### src/rtl/fecs_pkg.sv
// Constants for the flash erase sequencing host controller.
// Assumes a word- or byte-mode parallel NOR flash on the far side of the pins.
package fecs_pkg;
  localparam int ADDR_W = 26;
  localparam int DATA_W = 16;
  localparam logic [15:0] D_UNLOCK1 = 16'h00AA;
  localparam logic [15:0] D_UNLOCK2 = 16'h0055;
  localparam logic [15:0] D_SETUP = 16'h0080;
  localparam logic [15:0] D_SECTOR = 16'h0030;
  localparam logic [15:0] D_CHIP = 16'h0010;
  localparam logic [15:0] D_SUSPEND = 16'h00B0;
  localparam logic [15:0] D_ERASED = 16'hFFFF;
  localparam logic [11:0] A_WORD1 = 12'h555;
  localparam logic [11:0] A_WORD2 = 12'h2AA;
  localparam logic [11:0] A_BYTE1 = 12'hAAA;
  localparam logic [11:0] A_BYTE2 = 12'h555;
  localparam int DQ_POLL = 7;
  localparam int DQ_TOGGLE = 6;
  localparam int DQ_WINDOW = 3;
  localparam int DQ_ETOGGLE = 2;
  // Bus cycle timing in clock cycles
  localparam int T_CLK_PS = 5000;
  localparam int T_WE_NS = 40;
  localparam int WE_CYC = (T_WE_NS * 1000 + T_CLK_PS - 1) / T_CLK_PS;
  localparam int T_RD_NS = 100;
  localparam int RD_CYC = (T_RD_NS * 1000 + T_CLK_PS - 1) / T_CLK_PS;
  // Sector accumulation window and the host's safety margin inside it
  localparam int SECTOR_ACCUMULATION_WINDOW_US = 50;
  localparam int SECTOR_ACCUMULATION_WINDOW_MARGIN_US = 40;
  localparam int SEA_CYC = (SECTOR_ACCUMULATION_WINDOW_MARGIN_US * 1000000) / T_CLK_PS;
  localparam int RST_CYC = 4;
  localparam int CNT_W = 16;
  typedef enum logic [1:0] {FECS_OP_SECTOR, FECS_OP_CHIP, FECS_OP_SUSPEND}
    fecs_op_e;
endpackage

### src/rtl/fecs_ctrl.sv
// Host controller issuing flash erase sequences and polling status.
// Assumes a word- or byte-mode NOR flash on the pins, one clock at 200 MHz.
`timescale 1ns/1ps
module fecs_ctrl
  import fecs_pkg::*;
#(
  parameter int SEA_WAIT = SEA_CYC
)
(
  input wire logic clk,
  input wire logic rstn,
  input wire logic cmd_valid,
  input wire fecs_op_e cmd_op,
  input wire logic [ADDR_W-1:0] cmd_addr,
  input wire logic cmd_last,
  input wire logic byte_mode,
  input wire logic hw_reset_req,
  input wire logic [DATA_W-1:0] dq_i,
  output logic cmd_ready_ff,
  output logic erase_done_ff,
  output logic erase_fail_ff,
  output logic window_open_ff,
  output logic suspended_ff,
  output logic [ADDR_W-1:0] flash_a_ff,
  output logic [DATA_W-1:0] flash_dq_o_ff,
  output logic flash_dq_oe_ff,
  output logic flash_we_n_ff,
  output logic flash_oe_n_ff,
  output logic flash_ce_n_ff,
  output logic flash_reset_n_ff
);
  initial
  begin
    if (SEA_WAIT < 1 || SEA_WAIT >= 2**CNT_W)
      $error("fecs_ctrl: SEA_WAIT out of range");
  end

  typedef enum logic [3:0] {
    S_IDLE, S_PREFIX, S_LAST, S_WINDOW, S_MORE, S_SUSP,
    S_POLL, S_POLL2, S_CHECK, S_RESET
  } fecs_state_e;

  fecs_state_e state_ff;
  logic [2:0] step_ff;
  logic [CNT_W-1:0] win_ff;
  logic [ADDR_W-1:0] sect_ff;
  logic chip_ff;
  logic [DATA_W-1:0] prev_ff;
  logic [DATA_W-1:0] dq_s1_ff;
  logic [DATA_W-1:0] dq_s2_ff;
  logic bc_start;
  logic bc_write;
  logic [ADDR_W-1:0] bc_addr;
  logic [DATA_W-1:0] bc_wdata;
  logic bc_busy;
  logic bc_done;
  logic [DATA_W-1:0] bc_rdata;
  logic [11:0] a1;
  logic [11:0] a2;

  // Pin data synchroniser
  always_ff @(posedge clk or negedge rstn)
  begin
    if (!rstn)
    begin
      dq_s1_ff <= '0;
      dq_s2_ff <= '0;
    end
    else
    begin
      dq_s1_ff <= dq_i;
      dq_s2_ff <= dq_s1_ff;
    end
  end

  assign a1 = byte_mode ? A_BYTE1 : A_WORD1;
  assign a2 = byte_mode ? A_BYTE2 : A_WORD2;

  // Bus request for the current step
  always_comb
  begin
    bc_start = 1'b0;
    bc_write = 1'b1;
    bc_addr = sect_ff;
    bc_wdata = D_SECTOR;
    unique case (state_ff)
      S_PREFIX:
      begin
        bc_start = !bc_busy && !bc_done;
        bc_addr = {{(ADDR_W-12){1'b0}}, (step_ff == 3'd1 ||
                   step_ff == 3'd4) ? a2 : a1};
        unique case (step_ff)
          3'd0, 3'd3: bc_wdata = D_UNLOCK1;
          3'd1, 3'd4: bc_wdata = D_UNLOCK2;
          default: bc_wdata = D_SETUP;
        endcase
      end
      S_LAST, S_MORE:
      begin
        bc_start = !bc_busy && !bc_done;
        if (chip_ff)
        begin
          bc_addr = {{(ADDR_W-12){1'b0}}, a1};
          bc_wdata = D_CHIP;
        end
      end
      S_SUSP:
      begin
        bc_start = !bc_busy && !bc_done;
        bc_wdata = D_SUSPEND;
      end
      S_POLL, S_POLL2:
      begin
        bc_start = !bc_busy && !bc_done;
        bc_write = 1'b0;
      end
      default: bc_start = 1'b0;
    endcase
  end

  // Sequence control
  always_ff @(posedge clk or negedge rstn)
  begin
    if (!rstn)
    begin
      state_ff <= S_IDLE;
      step_ff <= '0;
      win_ff <= '0;
      sect_ff <= '0;
      chip_ff <= 1'b0;
      prev_ff <= '0;
      cmd_ready_ff <= 1'b0;
      erase_done_ff <= 1'b0;
      erase_fail_ff <= 1'b0;
      window_open_ff <= 1'b0;
      suspended_ff <= 1'b0;
      flash_reset_n_ff <= 1'b0;
    end
    else
    begin
      erase_done_ff <= 1'b0;
      erase_fail_ff <= 1'b0;
      cmd_ready_ff <= 1'b0;
      if (hw_reset_req && state_ff != S_RESET)
      begin
        state_ff <= S_RESET;
        flash_reset_n_ff <= 1'b0;
        win_ff <= CNT_W'(RST_CYC);
        window_open_ff <= 1'b0;
        suspended_ff <= 1'b0;
      end
      else
      begin
        unique case (state_ff)
          S_IDLE:
          begin
            flash_reset_n_ff <= 1'b1;
            cmd_ready_ff <= 1'b1;
            if (cmd_valid && cmd_ready_ff && cmd_op != FECS_OP_SUSPEND)
            begin
              // Chip erase during run is never sent: commands are ignored
              chip_ff <= (cmd_op == FECS_OP_CHIP);
              sect_ff <= cmd_addr;
              step_ff <= '0;
              suspended_ff <= 1'b0;
              cmd_ready_ff <= 1'b0;
              state_ff <= S_PREFIX;
            end
          end
          S_PREFIX:
            if (bc_done)
            begin
              if (step_ff == 3'd4)
                state_ff <= S_LAST;
              step_ff <= step_ff + 3'd1;
            end
          S_LAST:
            if (bc_done)
            begin
              // Window starts at the strobe rising edge just issued
              win_ff <= CNT_W'(SEA_WAIT);
              window_open_ff <= !chip_ff;
              state_ff <= chip_ff ? S_POLL : S_WINDOW;
            end
          S_WINDOW:
          begin
            // Only sector adds or suspend go out inside the window
            cmd_ready_ff <= 1'b1;
            if (cmd_valid && cmd_ready_ff && cmd_op == FECS_OP_SECTOR &&
                win_ff != '0)
            begin
              sect_ff <= cmd_addr;
              cmd_ready_ff <= 1'b0;
              state_ff <= S_MORE;
            end
            else if (cmd_valid && cmd_ready_ff && cmd_op == FECS_OP_SUSPEND)
            begin
              cmd_ready_ff <= 1'b0;
              state_ff <= S_SUSP;
            end
            else if (win_ff == '0 || cmd_last)
            begin
              // Expired or cmd_last set: no late adds, outcome would be undefined
              window_open_ff <= 1'b0;
              cmd_ready_ff <= 1'b0;
              state_ff <= S_POLL;
            end
            else
              win_ff <= win_ff - 1'b1;
          end
          S_MORE:
            if (bc_done)
            begin
              win_ff <= CNT_W'(SEA_WAIT);
              state_ff <= S_WINDOW;
            end
          S_SUSP:
            if (bc_done)
            begin
              window_open_ff <= 1'b0;
              suspended_ff <= 1'b1;
              state_ff <= S_IDLE;
            end
          S_POLL:
            if (bc_done)
            begin
              prev_ff <= bc_rdata;
              state_ff <= S_POLL2;
            end
          S_POLL2:
            if (bc_done)
            begin
              // Last read is kept so the final check sees it
              prev_ff <= bc_rdata;
              if (bc_rdata[DQ_TOGGLE] != prev_ff[DQ_TOGGLE] ||
                  bc_rdata[DQ_ETOGGLE] != prev_ff[DQ_ETOGGLE] ||
                  !bc_rdata[DQ_POLL] || !prev_ff[DQ_POLL])
                state_ff <= S_POLL2;
              else
                state_ff <= S_CHECK;
            end
          S_CHECK:
          begin
            erase_done_ff <= (prev_ff == D_ERASED);
            erase_fail_ff <= (prev_ff != D_ERASED);
            state_ff <= S_IDLE;
          end
          S_RESET:
          begin
            // Drain a bus cycle cut by the reset before new commands
            if (win_ff == '0 && !bc_busy && !bc_done)
            begin
              flash_reset_n_ff <= 1'b1;
              state_ff <= S_IDLE;
            end
            else if (win_ff != '0)
              win_ff <= win_ff - 1'b1;
          end
          default: state_ff <= S_IDLE;
        endcase
      end
    end
  end

  fecs_bus_cycle u_bus (
    .clk(clk),
    .rstn(rstn),
    .start(bc_start),
    .is_write(bc_write),
    .addr(bc_addr),
    .wdata(bc_wdata),
    .dq_sync(dq_s2_ff),
    .busy(bc_busy),
    .done(bc_done),
    .rdata(bc_rdata),
    .a_ff(flash_a_ff),
    .dq_o_ff(flash_dq_o_ff),
    .dq_oe_ff(flash_dq_oe_ff),
    .we_n_ff(flash_we_n_ff),
    .oe_n_ff(flash_oe_n_ff),
    .ce_n_ff(flash_ce_n_ff)
  );
endmodule

### src/rtl/fecs_bus_cycle.sv
// One write or read cycle on the flash pins with strobe timing.
// Assumes rdata pins already pass two flops before sampling here.
`timescale 1ns/1ps
module fecs_bus_cycle
  import fecs_pkg::*;
#(
  parameter int STROBE_CYC = WE_CYC,
  parameter int READ_CYC = RD_CYC
)
(
  input wire logic clk,
  input wire logic rstn,
  input wire logic start,
  input wire logic is_write,
  input wire logic [ADDR_W-1:0] addr,
  input wire logic [DATA_W-1:0] wdata,
  input wire logic [DATA_W-1:0] dq_sync,
  output logic busy,
  output logic done,
  output logic [DATA_W-1:0] rdata,
  output logic [ADDR_W-1:0] a_ff,
  output logic [DATA_W-1:0] dq_o_ff,
  output logic dq_oe_ff,
  output logic we_n_ff,
  output logic oe_n_ff,
  output logic ce_n_ff
);
  initial
  begin
    if (STROBE_CYC < 1 || READ_CYC < 1 || READ_CYC + 2 >= 2**CNT_W)
      $error("fecs_bus_cycle: bad timing parameters");
  end

  logic [CNT_W-1:0] cnt_ff;
  logic wr_ff;

  // Strobe phase counter
  always_ff @(posedge clk or negedge rstn)
  begin
    if (!rstn)
    begin
      busy <= 1'b0;
      done <= 1'b0;
      cnt_ff <= '0;
      wr_ff <= 1'b0;
    end
    else
    begin
      done <= 1'b0;
      if (start && !busy)
      begin
        busy <= 1'b1;
        wr_ff <= is_write;
        cnt_ff <= is_write ? CNT_W'(STROBE_CYC) : CNT_W'(READ_CYC + 2);
      end
      else if (busy)
      begin
        if (cnt_ff == '0)
        begin
          busy <= 1'b0;
          done <= 1'b1;
        end
        else
          cnt_ff <= cnt_ff - 1'b1;
      end
    end
  end

  // Pin drive; write data latches on the strobe rising edge
  always_ff @(posedge clk or negedge rstn)
  begin
    if (!rstn)
    begin
      a_ff <= '0;
      dq_o_ff <= '0;
      dq_oe_ff <= 1'b0;
      we_n_ff <= 1'b1;
      oe_n_ff <= 1'b1;
      ce_n_ff <= 1'b1;
      rdata <= '0;
    end
    else if (start && !busy)
    begin
      a_ff <= addr;
      dq_o_ff <= wdata;
      dq_oe_ff <= is_write;
      ce_n_ff <= 1'b0;
      we_n_ff <= !is_write;
      oe_n_ff <= is_write;
    end
    else if (busy && cnt_ff == '0)
    begin
      we_n_ff <= 1'b1;
      oe_n_ff <= 1'b1;
      ce_n_ff <= 1'b1;
      dq_oe_ff <= 1'b0;
      if (!wr_ff)
        rdata <= dq_sync;
    end
  end
endmodule

### config.mk
export PLATFORM = sky130hd
export DESIGN_NAME = fecs_ctrl
export DESIGN_NICKNAME = d
export VERILOG_FILES = /design/src/rtl/fecs_pkg.sv /design/src/rtl/fecs_ctrl.sv /design/src/rtl/fecs_bus_cycle.sv
export SDC_FILE = /design/constraint.sdc
export NUM_CORES = 1
export LEC_CHECK = 0
export ABC_AREA = 1
export BUFFER_PORTS_ARGS = -buffer_cell sky130_fd_sc_hd__buf_2
export CAP_MARGIN = 30
export CORE_MARGIN = 5
export CORE_UTILIZATION = 30
export DETAILED_ROUTE_END_ITERATION = 10
export SYNTH_ARGS = -nofsm -noshare
export SYNTH_HDL_FRONTEND = slang
export SYNTH_SLANG_ARGS = --single-unit
### constraint.sdc
create_clock -name clk -period 3.2 [get_ports clk]
set_input_delay 0 -clock clk [delete_from_list [all_inputs] [get_ports clk]]
set_output_delay 0 -clock clk [all_outputs]
set_load 0.005 [all_outputs]
==> results.md, run 1 <==
| Parameter | This run | Unit |
|---|---|---|
| First-pass GRT wire length | 32200 | µm |
| Count of nets left with antenna violations after detail routing | 0 | - |
| First-iteration detailed-routing DRC count | 455 | - |
| Count of flip-flops with a built-in enable after synthesis | 0 | - |
| Portion of the post-synthesis area used by sequential elements | 54.1 | % |
| Post-synthesis instance area | 0.00806 | mm² |
| Core Box Area | 0.0267 | mm² |
| Endpoints failing hold | 0 | - |
| R2r setup slk | 0.68 | ns |
| Proportion of netlist area held by the largest area contributor | 53.1 | % |
| Cell count after synthesis | 950 | - |
| Synthesized-area fraction occupied by ao, oa, aoi and oai cells | 8.32 | % |
| Number of buffers added to fix hold violations after cts | 48 | - |
| Layout fillers | 2719 | - |
| Hold Crit Endpoint | suspended_ff$_DFFE_PN0P_ | - |
| Maximum fanout along the worst path | 19 | - |
| Post-CTS repair timing setup buffer count | 0 | - |
| Fraction of synthesized cell area in xor and xnor cells | 1.74 | % |
| Total non-filler cell area in the finished layout | 0.00984 | mm² |
| Clock transition at the registers of the reported paths | 0.06 | ns |
| Data required time of the worst path | 3.56 | ns |
| Crit Reg-Reg Startpoint | state_ff[0]$_DFFE_PN0P_ | - |
| CTS tree | done | - |
| Result of the run | finished, final reports clean | - |
| HPWL Detailed | 13100 | µm |
| Reg-to-reg endpoint | chip_ff$_DFFE_PN0P_ | - |
| Pre-CTS WS | 0.984 | ns |
| Number of placed I/O pins | 102 | - |
| Vias in the first global route | 6273 | - |
| Number of synthesized register bits | 174 | - |
| Syn avg cell area | 8.48 | µm² |
| WHS Path Cells | 5 | - |
| Post-synth cell types | 38 | - |
| Class of the tightest hold or removal check | in2reg | - |
| Worst relative slew slack | 44.2 | % |
| Clock latency reported for the late side of the worst-skew pair | 0.43 | ns |
| Arr. time, crit path | 2.88 | ns |
| Count of vias placed by the detailed router | 6417 | - |
| Starting utilization of the core area | 30.1 | % |
| Maximum level of the CTS H-tree | 4 | - |
| Total routing usage reported by global routing | 12.9 | % |
| Number of nets at the end of the flow | 1144 | - |
| Number of cells on the worst reg-to-reg path | 7 | - |
| Share of cell area taken by muxes after synthesis | 0 | % |
| Worst-case clock skew | 0.0163 | ns |
| Post-route insts no fill | 1440 | - |
| Tightest hold margin | 0.179 | ns |
| Cell accounting for the most synthesized area | sky130_fd_sc_hd__dfrtp_1 | - |
| Leakage | 5.02 | nW |
| Dominant register cell in the synthesized netlist | sky130_fd_sc_hd__dfrtp_1 | - |
| Sum of negative setup slack | 0 | ns |
| Adder-cell share of the synthesized area | 1.24 | % |
| MaxCap Viol Count | 0 | - |
| CTS Root Cell | sky130_fd_sc_hd__clkbuf_16 | - |
| Met1 Routed Length | 9160 | µm |
| Post-cts resize count | 0 | - |
| Kind of end point of the critical path | register | - |
| Sum of met2 wire segment lengths after detailed routing | 8520 | µm |
| Setup-violating endpoint count in the final report | 0 | - |
| Max rail drop VDD | 404 | µV |
| Critical Setup Path Class | reg2reg | - |
| Layout cells sized above 1 | 17.4 | % |
| Unrepaired setup endpoints after global routing | false | - |
| Total number of yosys warnings | 0 | - |
| Number of vias per cell | 4.46 | - |
| Post-DR wirelength/cell | 13.2 | µm |
| Total grt overflow | 0 | - |
| Aggregate routed wire length | 19000 | µm |
| Placement row count | 60 | - |
| Number of slew-limit violations in the final report | 0 | - |
| Maximum number of pins on one net before global-route repair | 92 | - |
| DRC violations left | 0 | - |
| Number of diodes | 0 | - |
| Global placement routability congestion | 0.890 | - |
| Placed inst area | 0.00880 | mm² |
| Max Clk Rate | 396 | MHz |
| Detailed-routing iteration count for the pre-antenna-repair pass | 5 | - |
| Width of the die | 174 | µm |
| Clock tree buffer depth | 2 | - |
| Category of the worst setup path launch point | register | - |
| Area added between synthesis and finish | 22.2 | % |
| Final worst-path cycle share | 78.8 | % |
| IO buf count | 93 | - |
| Number of placed cells counting well taps | 1360 | - |
| Clock period minus final worst setup slack | 2.52 | ns |
| Simple-gate share of the synthesized area | 27.8 | % |
| Cell Pwr Density | 902 | mW/mm² |
| Met3 Wirelength | 1140 | µm |
| Cell types with the largest area share after synthesis | sky130_fd_sc_hd__dfrtp_1 53%, sky130_fd_sc_hd__nand2_1 14%, sky130_fd_sc_hd__nand3_1 5.3% | - |
| Dominant combinational cell family by area after synthesis | simple AND/OR/NAND/NOR gates | - |
| Uppermost routed layer | met4 | - |
| Antenna violations before repair | 0 | - |
| Die height | 174 | µm |
| Share of async-settable or async-resettable flops after synthesis | 100 | % |
| Inserted Clock Buffers | 17 | - |
| Min setup slack post-route | 0.678 | ns |
| Number of clock sinks | 174 | - |
| Startpoint of the most critical hold path | cmd_valid | - |
| Tightest Pin Transition | 0.836 | ns |
| Overall die area | 0.0302 | mm² |
cell families after synthesis:
| kind of cell | count (synthesis) |
|---|---|
| other | 1 |
| AND/OR/NAND/NOR | 520 |
| buffers and inverters | 114 |
| adder cells (fa/ha/maj) | 8 |
| flip-flops | 174 |
| AO/OA/AOI/OAI | 117 |
| XOR/XNOR | 16 |
how the worst max path moves through the flow:
stage                                endpoint  slack [ns]               startpoint
global route              chip_ff$_DFFE_PN0P_        0.45  state_ff[0]$_DFFE_PN0P_
floorplan           u_bus.a_ff[1]$_DFFE_PN0P_        1.37   step_ff[0]$_DFFE_PN0P_
finish                    chip_ff$_DFFE_PN0P_        0.68  state_ff[0]$_DFFE_PN0P_
CTS                       chip_ff$_DFFE_PN0P_        0.71  state_ff[0]$_DFFE_PN0P_
global placement    u_bus.a_ff[7]$_DFFE_PN0P_        1.04   step_ff[0]$_DFFE_PN0P_
detailed placement  u_bus.a_ff[9]$_DFFE_PN0P_        0.98   step_ff[0]$_DFFE_PN0P_
per-stage QoR:
stage,util [%],power [mW]
3_3_place_gp,32.9,6.85
5_1_grt,36.8,9.66
6_report,36.8,8.88
3_5_place_dp,32.9,6.90
4_1_cts,36.8,8.97
2_1_floorplan,-,5.97
final cells by class:
| class | count | area (µm²) | area share, % |
|---|---|---|---|
| well taps | 341 | 427 | 4.34 |
| flip-flops and latches | 174 | 4360 | 44.3 |
| inverters | 74 | 280 | 2.85 |
| clock buffers | 18 | 429 | 4.36 |
| multi-input cells | 669 | 3180 | 32.4 |
| clock inverters | 14 | 131 | 1.33 |
| repair buffers | 150 | 1030 | 10.5 |
report_power, final:
| group | internal (mW) | total, mW | switching [mW] |
|---|---|---|---|
| Combinational | 1.26 | 3.53 | 2.27 |
| Sequential | 2.87 | 3.38 | 0.506 |
| Clock | 1.09 | 1.98 | 0.890 |
flip-flops by register name, summed over array words and instances, names as in the netlist, 3 cells and up:
signal         cells
step_ff            3
u_bus.rdata       16
u_bus.a_ff        26
win_ff            16
sect_ff           26
state_ff           4
u_bus.dq_o_ff      5
prev_ff           16
dq_s2_ff          16
dq_s1_ff          16
u_bus.cnt_ff      16
worst max-delay path: stages (launching register included):
cell,delay (ns)
sky130_fd_sc_hd__dfrtp_1,0.48
sky130_fd_sc_hd__inv_2,0.12
sky130_fd_sc_hd__nor2_4,0.13
sky130_fd_sc_hd__nand2_1,0.08
sky130_fd_sc_hd__nand2_1,0.52
sky130_fd_sc_hd__nand2_1,0.30
sky130_fd_sc_hd__o31ai_1,0.26
sky130_fd_sc_hd__dlygate4sd3_1,0.58
Yosys cell counts (all sizes together) (3+ instances only):
cell type,n
dfrtp,171
o21a,3
nor2,84
inv,72
nand3,88
xnor2,3
buf,38
nor3,14
ha,8
nand4,14
o22ai,3
a21oi,26
o21ai,82
nand2,315
xor2,13
dfstp,3
cell usage in the layout, fill, tap and decap left out, types with 12 or more instances in the layout:
cell type / netlist / layout
sky130_fd_sc_hd__nand2_1: 299 / 299
sky130_fd_sc_hd__dfrtp_1: 171 / 171
sky130_fd_sc_hd__buf_2: 19 / 92
sky130_fd_sc_hd__nand3_1: 85 / 85
sky130_fd_sc_hd__nor2_1: 76 / 76
sky130_fd_sc_hd__inv_1: 62 / 62
sky130_fd_sc_hd__dlygate4sd3_1: 0 / 48
sky130_fd_sc_hd__o21ai_0: 39 / 39
sky130_fd_sc_hd__o21ai_1: 29 / 29
sky130_fd_sc_hd__a21oi_1: 26 / 26
sky130_fd_sc_hd__clkbuf_16: 0 / 17
sky130_fd_sc_hd__nand4_1: 14 / 14
sky130_fd_sc_hd__o21ai_2: 14 / 14
sky130_fd_sc_hd__nor3_1: 13 / 13
sky130_fd_sc_hd__xor2_1: 13 / 13
sky130_fd_sc_hd__nand2_2: 12 / 12
per-layer routing:
metal  up-vias  global-route usage (%)
li1       3311                       -
met1      2933                    18.2
met2       155                    19.9
met3        18                    3.14
met4         0                    3.83
met5         -                       0
No activity file was read; power rests on OpenSTA's default activity.
==> inputs of run 2 (changes only) <==
Clock period 3.2 ns to 2.22 ns, I/O delays scaled along.
==> run 2 against run 1 <==
Compared with the run above: clock power up 48%; worst setup slack worse by 0.55 ns; power up 47%.
==> results.md, run 2 (same netlist as run 1, synthesis figures left out) <==
| Parameter | This run | Unit | Change |
|---|---|---|---|
| Result of the run | finished, final reports clean | - | unchanged |
| Unrepaired setup endpoints after global routing | false | - | unchanged |
| Clock tree buffer depth | 2 | - | unchanged |
| Sum of negative setup slack | 0 | ns | unchanged |
| Number of slew-limit violations in the final report | 0 | - | unchanged |
| Critical Setup Path Class | reg2reg | - | unchanged |
| Detailed-routing iteration count for the pre-antenna-repair pass | 6 | - | was 5 |
| Data required time of the worst path | 2.58 | ns | was 3.56 ns |
| IO buf count | 93 | - | unchanged |
| Post-route insts no fill | 1451 | - | was 1440 |
| CTS Root Cell | sky130_fd_sc_hd__clkbuf_16 | - | unchanged |
| Ordered list of cells on the worst path | inv_2 -> nand2_1 -> nor2_1 -> inv_1 -> nor2_2 -> nand2_2 -> o31ai_1 -> dlygate4sd3_1 | - | was inv_2 -> nor2_4 -> nand2_1 -> nand2_1 -> nand2_1 -> o31ai_1 -> dlygate4sd3_1 |
| Max incr delay on CP | 0.57 | ns | was 0.58 ns |
| Clock period minus final worst setup slack | 2.09 | ns | was 2.52 ns |
| Worst relative slew slack | 58.5 | % | was 44.2% |
| Maximum fanout along the worst path | 8 | - | was 19 |
| Number of vias per cell | 4.57 | - | was 4.46 |
| Critical path launch point | state_ff[1]$_DFFE_PN0P_ | - | was state_ff[0]$_DFFE_PN0P_ |
| Leakage | 5.12 | nW | was 5.02 nW |
| Vias in the first global route | 6422 | - | was 6273 |
| Min setup slack post-route | 0.125 | ns | was 0.678 ns |
| Core Box Area | 0.0267 | mm² | unchanged |
| Aggregate routed wire length | 19000 | µm | about the same |
| Count of nets left with antenna violations after detail routing | 0 | - | unchanged |
| Setup-violating endpoint count in the final report | 0 | - | unchanged |
| Maximum level of the CTS H-tree | 4 | - | unchanged |
| Critical Path End | chip_ff$_DFFE_PN0P_ | - | unchanged |
| Number of diodes | 0 | - | unchanged |
| Cell Pwr Density | 1310 | mW/mm² | was 902 mW/mm² |
| Worst-case clock skew | 0.0183 | ns | was 0.0163 ns |
| Clock transition at the registers of the reported paths | 0.07 | ns | was 0.06 ns |
| Starting utilization of the core area | 30.1 | % | unchanged |
| Layout cells sized above 1 | 18.6 | % | was 17.4% |
| CTS tree | done | - | unchanged |
| Global placement routability congestion | 0.892 | - | was 0.890 |
| Area added between synthesis and finish | 24.4 | % | was 22.2% |
| Total grt overflow | 0 | - | unchanged |
| Overall die area | 0.0302 | mm² | unchanged |
| Arr. time, crit path | 2.46 | ns | was 2.88 ns |
| Width of the die | 174 | µm | unchanged |
| Placement row count | 60 | - | unchanged |
| Die height | 174 | µm | unchanged |
| Count of vias placed by the detailed router | 6624 | - | was 6417 |
| DRC violations left | 0 | - | unchanged |
| Category of the worst setup path launch point | register | - | unchanged |
| Crit Reg-Reg Startpoint | state_ff[1]$_DFFE_PN0P_ | - | was state_ff[0]$_DFFE_PN0P_ |
| Post-DR wirelength/cell | 13.1 | µm | was 13.2 µm |
| Class of the tightest hold or removal check | in2async | - | was in2reg |
| Pre-CTS WS | 0.187 | ns | was 0.984 ns |
| HPWL Detailed | 13400 | µm | was 13100 µm |
| Endpoints failing hold | 0 | - | unchanged |
| First-pass GRT wire length | 32200 | µm | about the same |
| Antenna violations before repair | 0 | - | unchanged |
| Final worst-path cycle share | 94.4 | % | was 78.8% |
| Number of clock sinks | 174 | - | unchanged |
| Most common library cell in the layout ignoring fill and taps | sky130_fd_sc_hd__nand2_1 | - | unchanged |
| Kind of end point of the critical path | register | - | unchanged |
| Max Clk Rate | 477 | MHz | was 396 MHz |
| Tightest Pin Transition | 0.617 | ns | was 0.836 ns |
| MaxCap Viol Count | 0 | - | unchanged |
| R2r setup slk | 0.13 | ns | was 0.68 ns |
| Reg-to-reg endpoint | chip_ff$_DFFE_PN0P_ | - | unchanged |
| Inserted Clock Buffers | 17 | - | unchanged |
| Max rail drop VDD | 576 | µV | was 404 µV |
| Number of placed I/O pins | 102 | - | unchanged |
| Number of placed cells counting well taps | 1371 | - | was 1360 |
| Clock latency reported for the late side of the worst-skew pair | 0.44 | ns | was 0.43 ns |
| Total routing usage reported by global routing | 12.8 | % | was 12.9% |
| Number of nets at the end of the flow | 1155 | - | was 1144 |
| Top Registers | sect_ff x26, u_bus.a_ff x26 | - | unchanged |
| Maximum number of pins on one net before global-route repair | 60 | - | was 92 |
| Number of cells on the worst reg-to-reg path | 8 | - | was 7 |
| First-iteration detailed-routing DRC count | 306 | - | was 455 |
| Most frequent cells in the layout | 298 x sky130_fd_sc_hd__nand2_1, 170 x sky130_fd_sc_hd__dfrtp_1, 92 x sky130_fd_sc_hd__buf_2, 85 x sky130_fd_sc_hd__nand3_1, 75 x sky130_fd_sc_hd__nor2_1 | - | was 299 x sky130_fd_sc_hd__nand2_1, 171 x sky130_fd_sc_hd__dfrtp_1, 92 x sky130_fd_sc_hd__buf_2, 85 x sky130_fd_sc_hd__nand3_1, 76 x sky130_fd_sc_hd__nor2_1 |
| Cell with the biggest individual delay on the critical path | sky130_fd_sc_hd__dlygate4sd3_1 | - | unchanged |
## run 2: changes by cell type in the layout (fill, tap and decap cells not counted), sizes merged
cell and delta:
buf +11, bufinv -1, clkbuf -1, clkinv +3, clkinvlp -2, inv +1
## run 2: critical path: cells and delay by family, from the launching register on
kind            cells  cell delay, ns
compound gates      1            0.19
buf+inv             3            0.82
flops               1            0.50
simple gates        4            0.51
## run 2: metrics by stage
step | hold slack (ns) | instance area, µm² | utilization (%) | total power, mW
final | 0.0866 | 10000 | 37.5 | 13.1
after global routing | 0.173 | 10000 | 37.5 | 14.2
after CTS | 0.121 | 10000 | 37.5 | 13.2
after detailed placement | 0.0215 | 8950 | 33.5 | 10.1
after global placement | 0.0166 | 8950 | 33.5 | 10.0
after floorplan | -0.296 | 8080 | - | 8.61
## run 2: worst min path at each step
stage          cells after the start  start  slack, ns                         end
2_1_floorplan                      0   rstn      -0.30         chip_ff$_DFFE_PN0P_
3_3_place_gp                       1   rstn       0.02      sect_ff[6]$_DFFE_PN0P_
3_5_place_dp                       1   rstn       0.02       dq_s1_ff[1]$_DFF_PN0_
4_1_cts                            2   rstn       0.12       dq_s1_ff[1]$_DFF_PN0_
5_1_grt                            2   rstn       0.17  u_bus.a_ff[10]$_DFFE_PN0P_
6_report                           2   rstn       0.09  u_bus.a_ff[10]$_DFFE_PN0P_
## run 2: metal layers
| layer | up-vias | global-route usage, % | share of wire (%) |
|---|---|---|---|
| met4 | 0 | 3.96 | 1.3 |
| met2 | 164 | 20.1 | 45 |
| met1 | 3108 | 17.8 | 48 |
| li1 | 3335 | - | - |
| met3 | 17 | 2.92 | 5.6 |
| met5 | - | 0 | 0 |
## run 2: area by class of cell
cell class              instances  area (µm²)
fillers                      2701       16700
flip-flops and latches        174        4360
multi-input cells             669        3190
repair buffers                161        1180
well taps                     341         427
clock buffers                  17         425
inverters                      74         280
clock inverters                15         168
## run 2: what timing repair did
action / in CTS / in global routing
resized for setup: 0 / 4
endpoints found under the setup margin: 0 / 12
setup buffers: 0 / 0
endpoints found under the hold margin: 153 / 0
hold buffers: 48 / 0
## run 2: power breakdown
group          switching [mW]  internal (mW)
registers               0.746           4.14
logic                    3.30           1.98
clock network            1.43           1.51
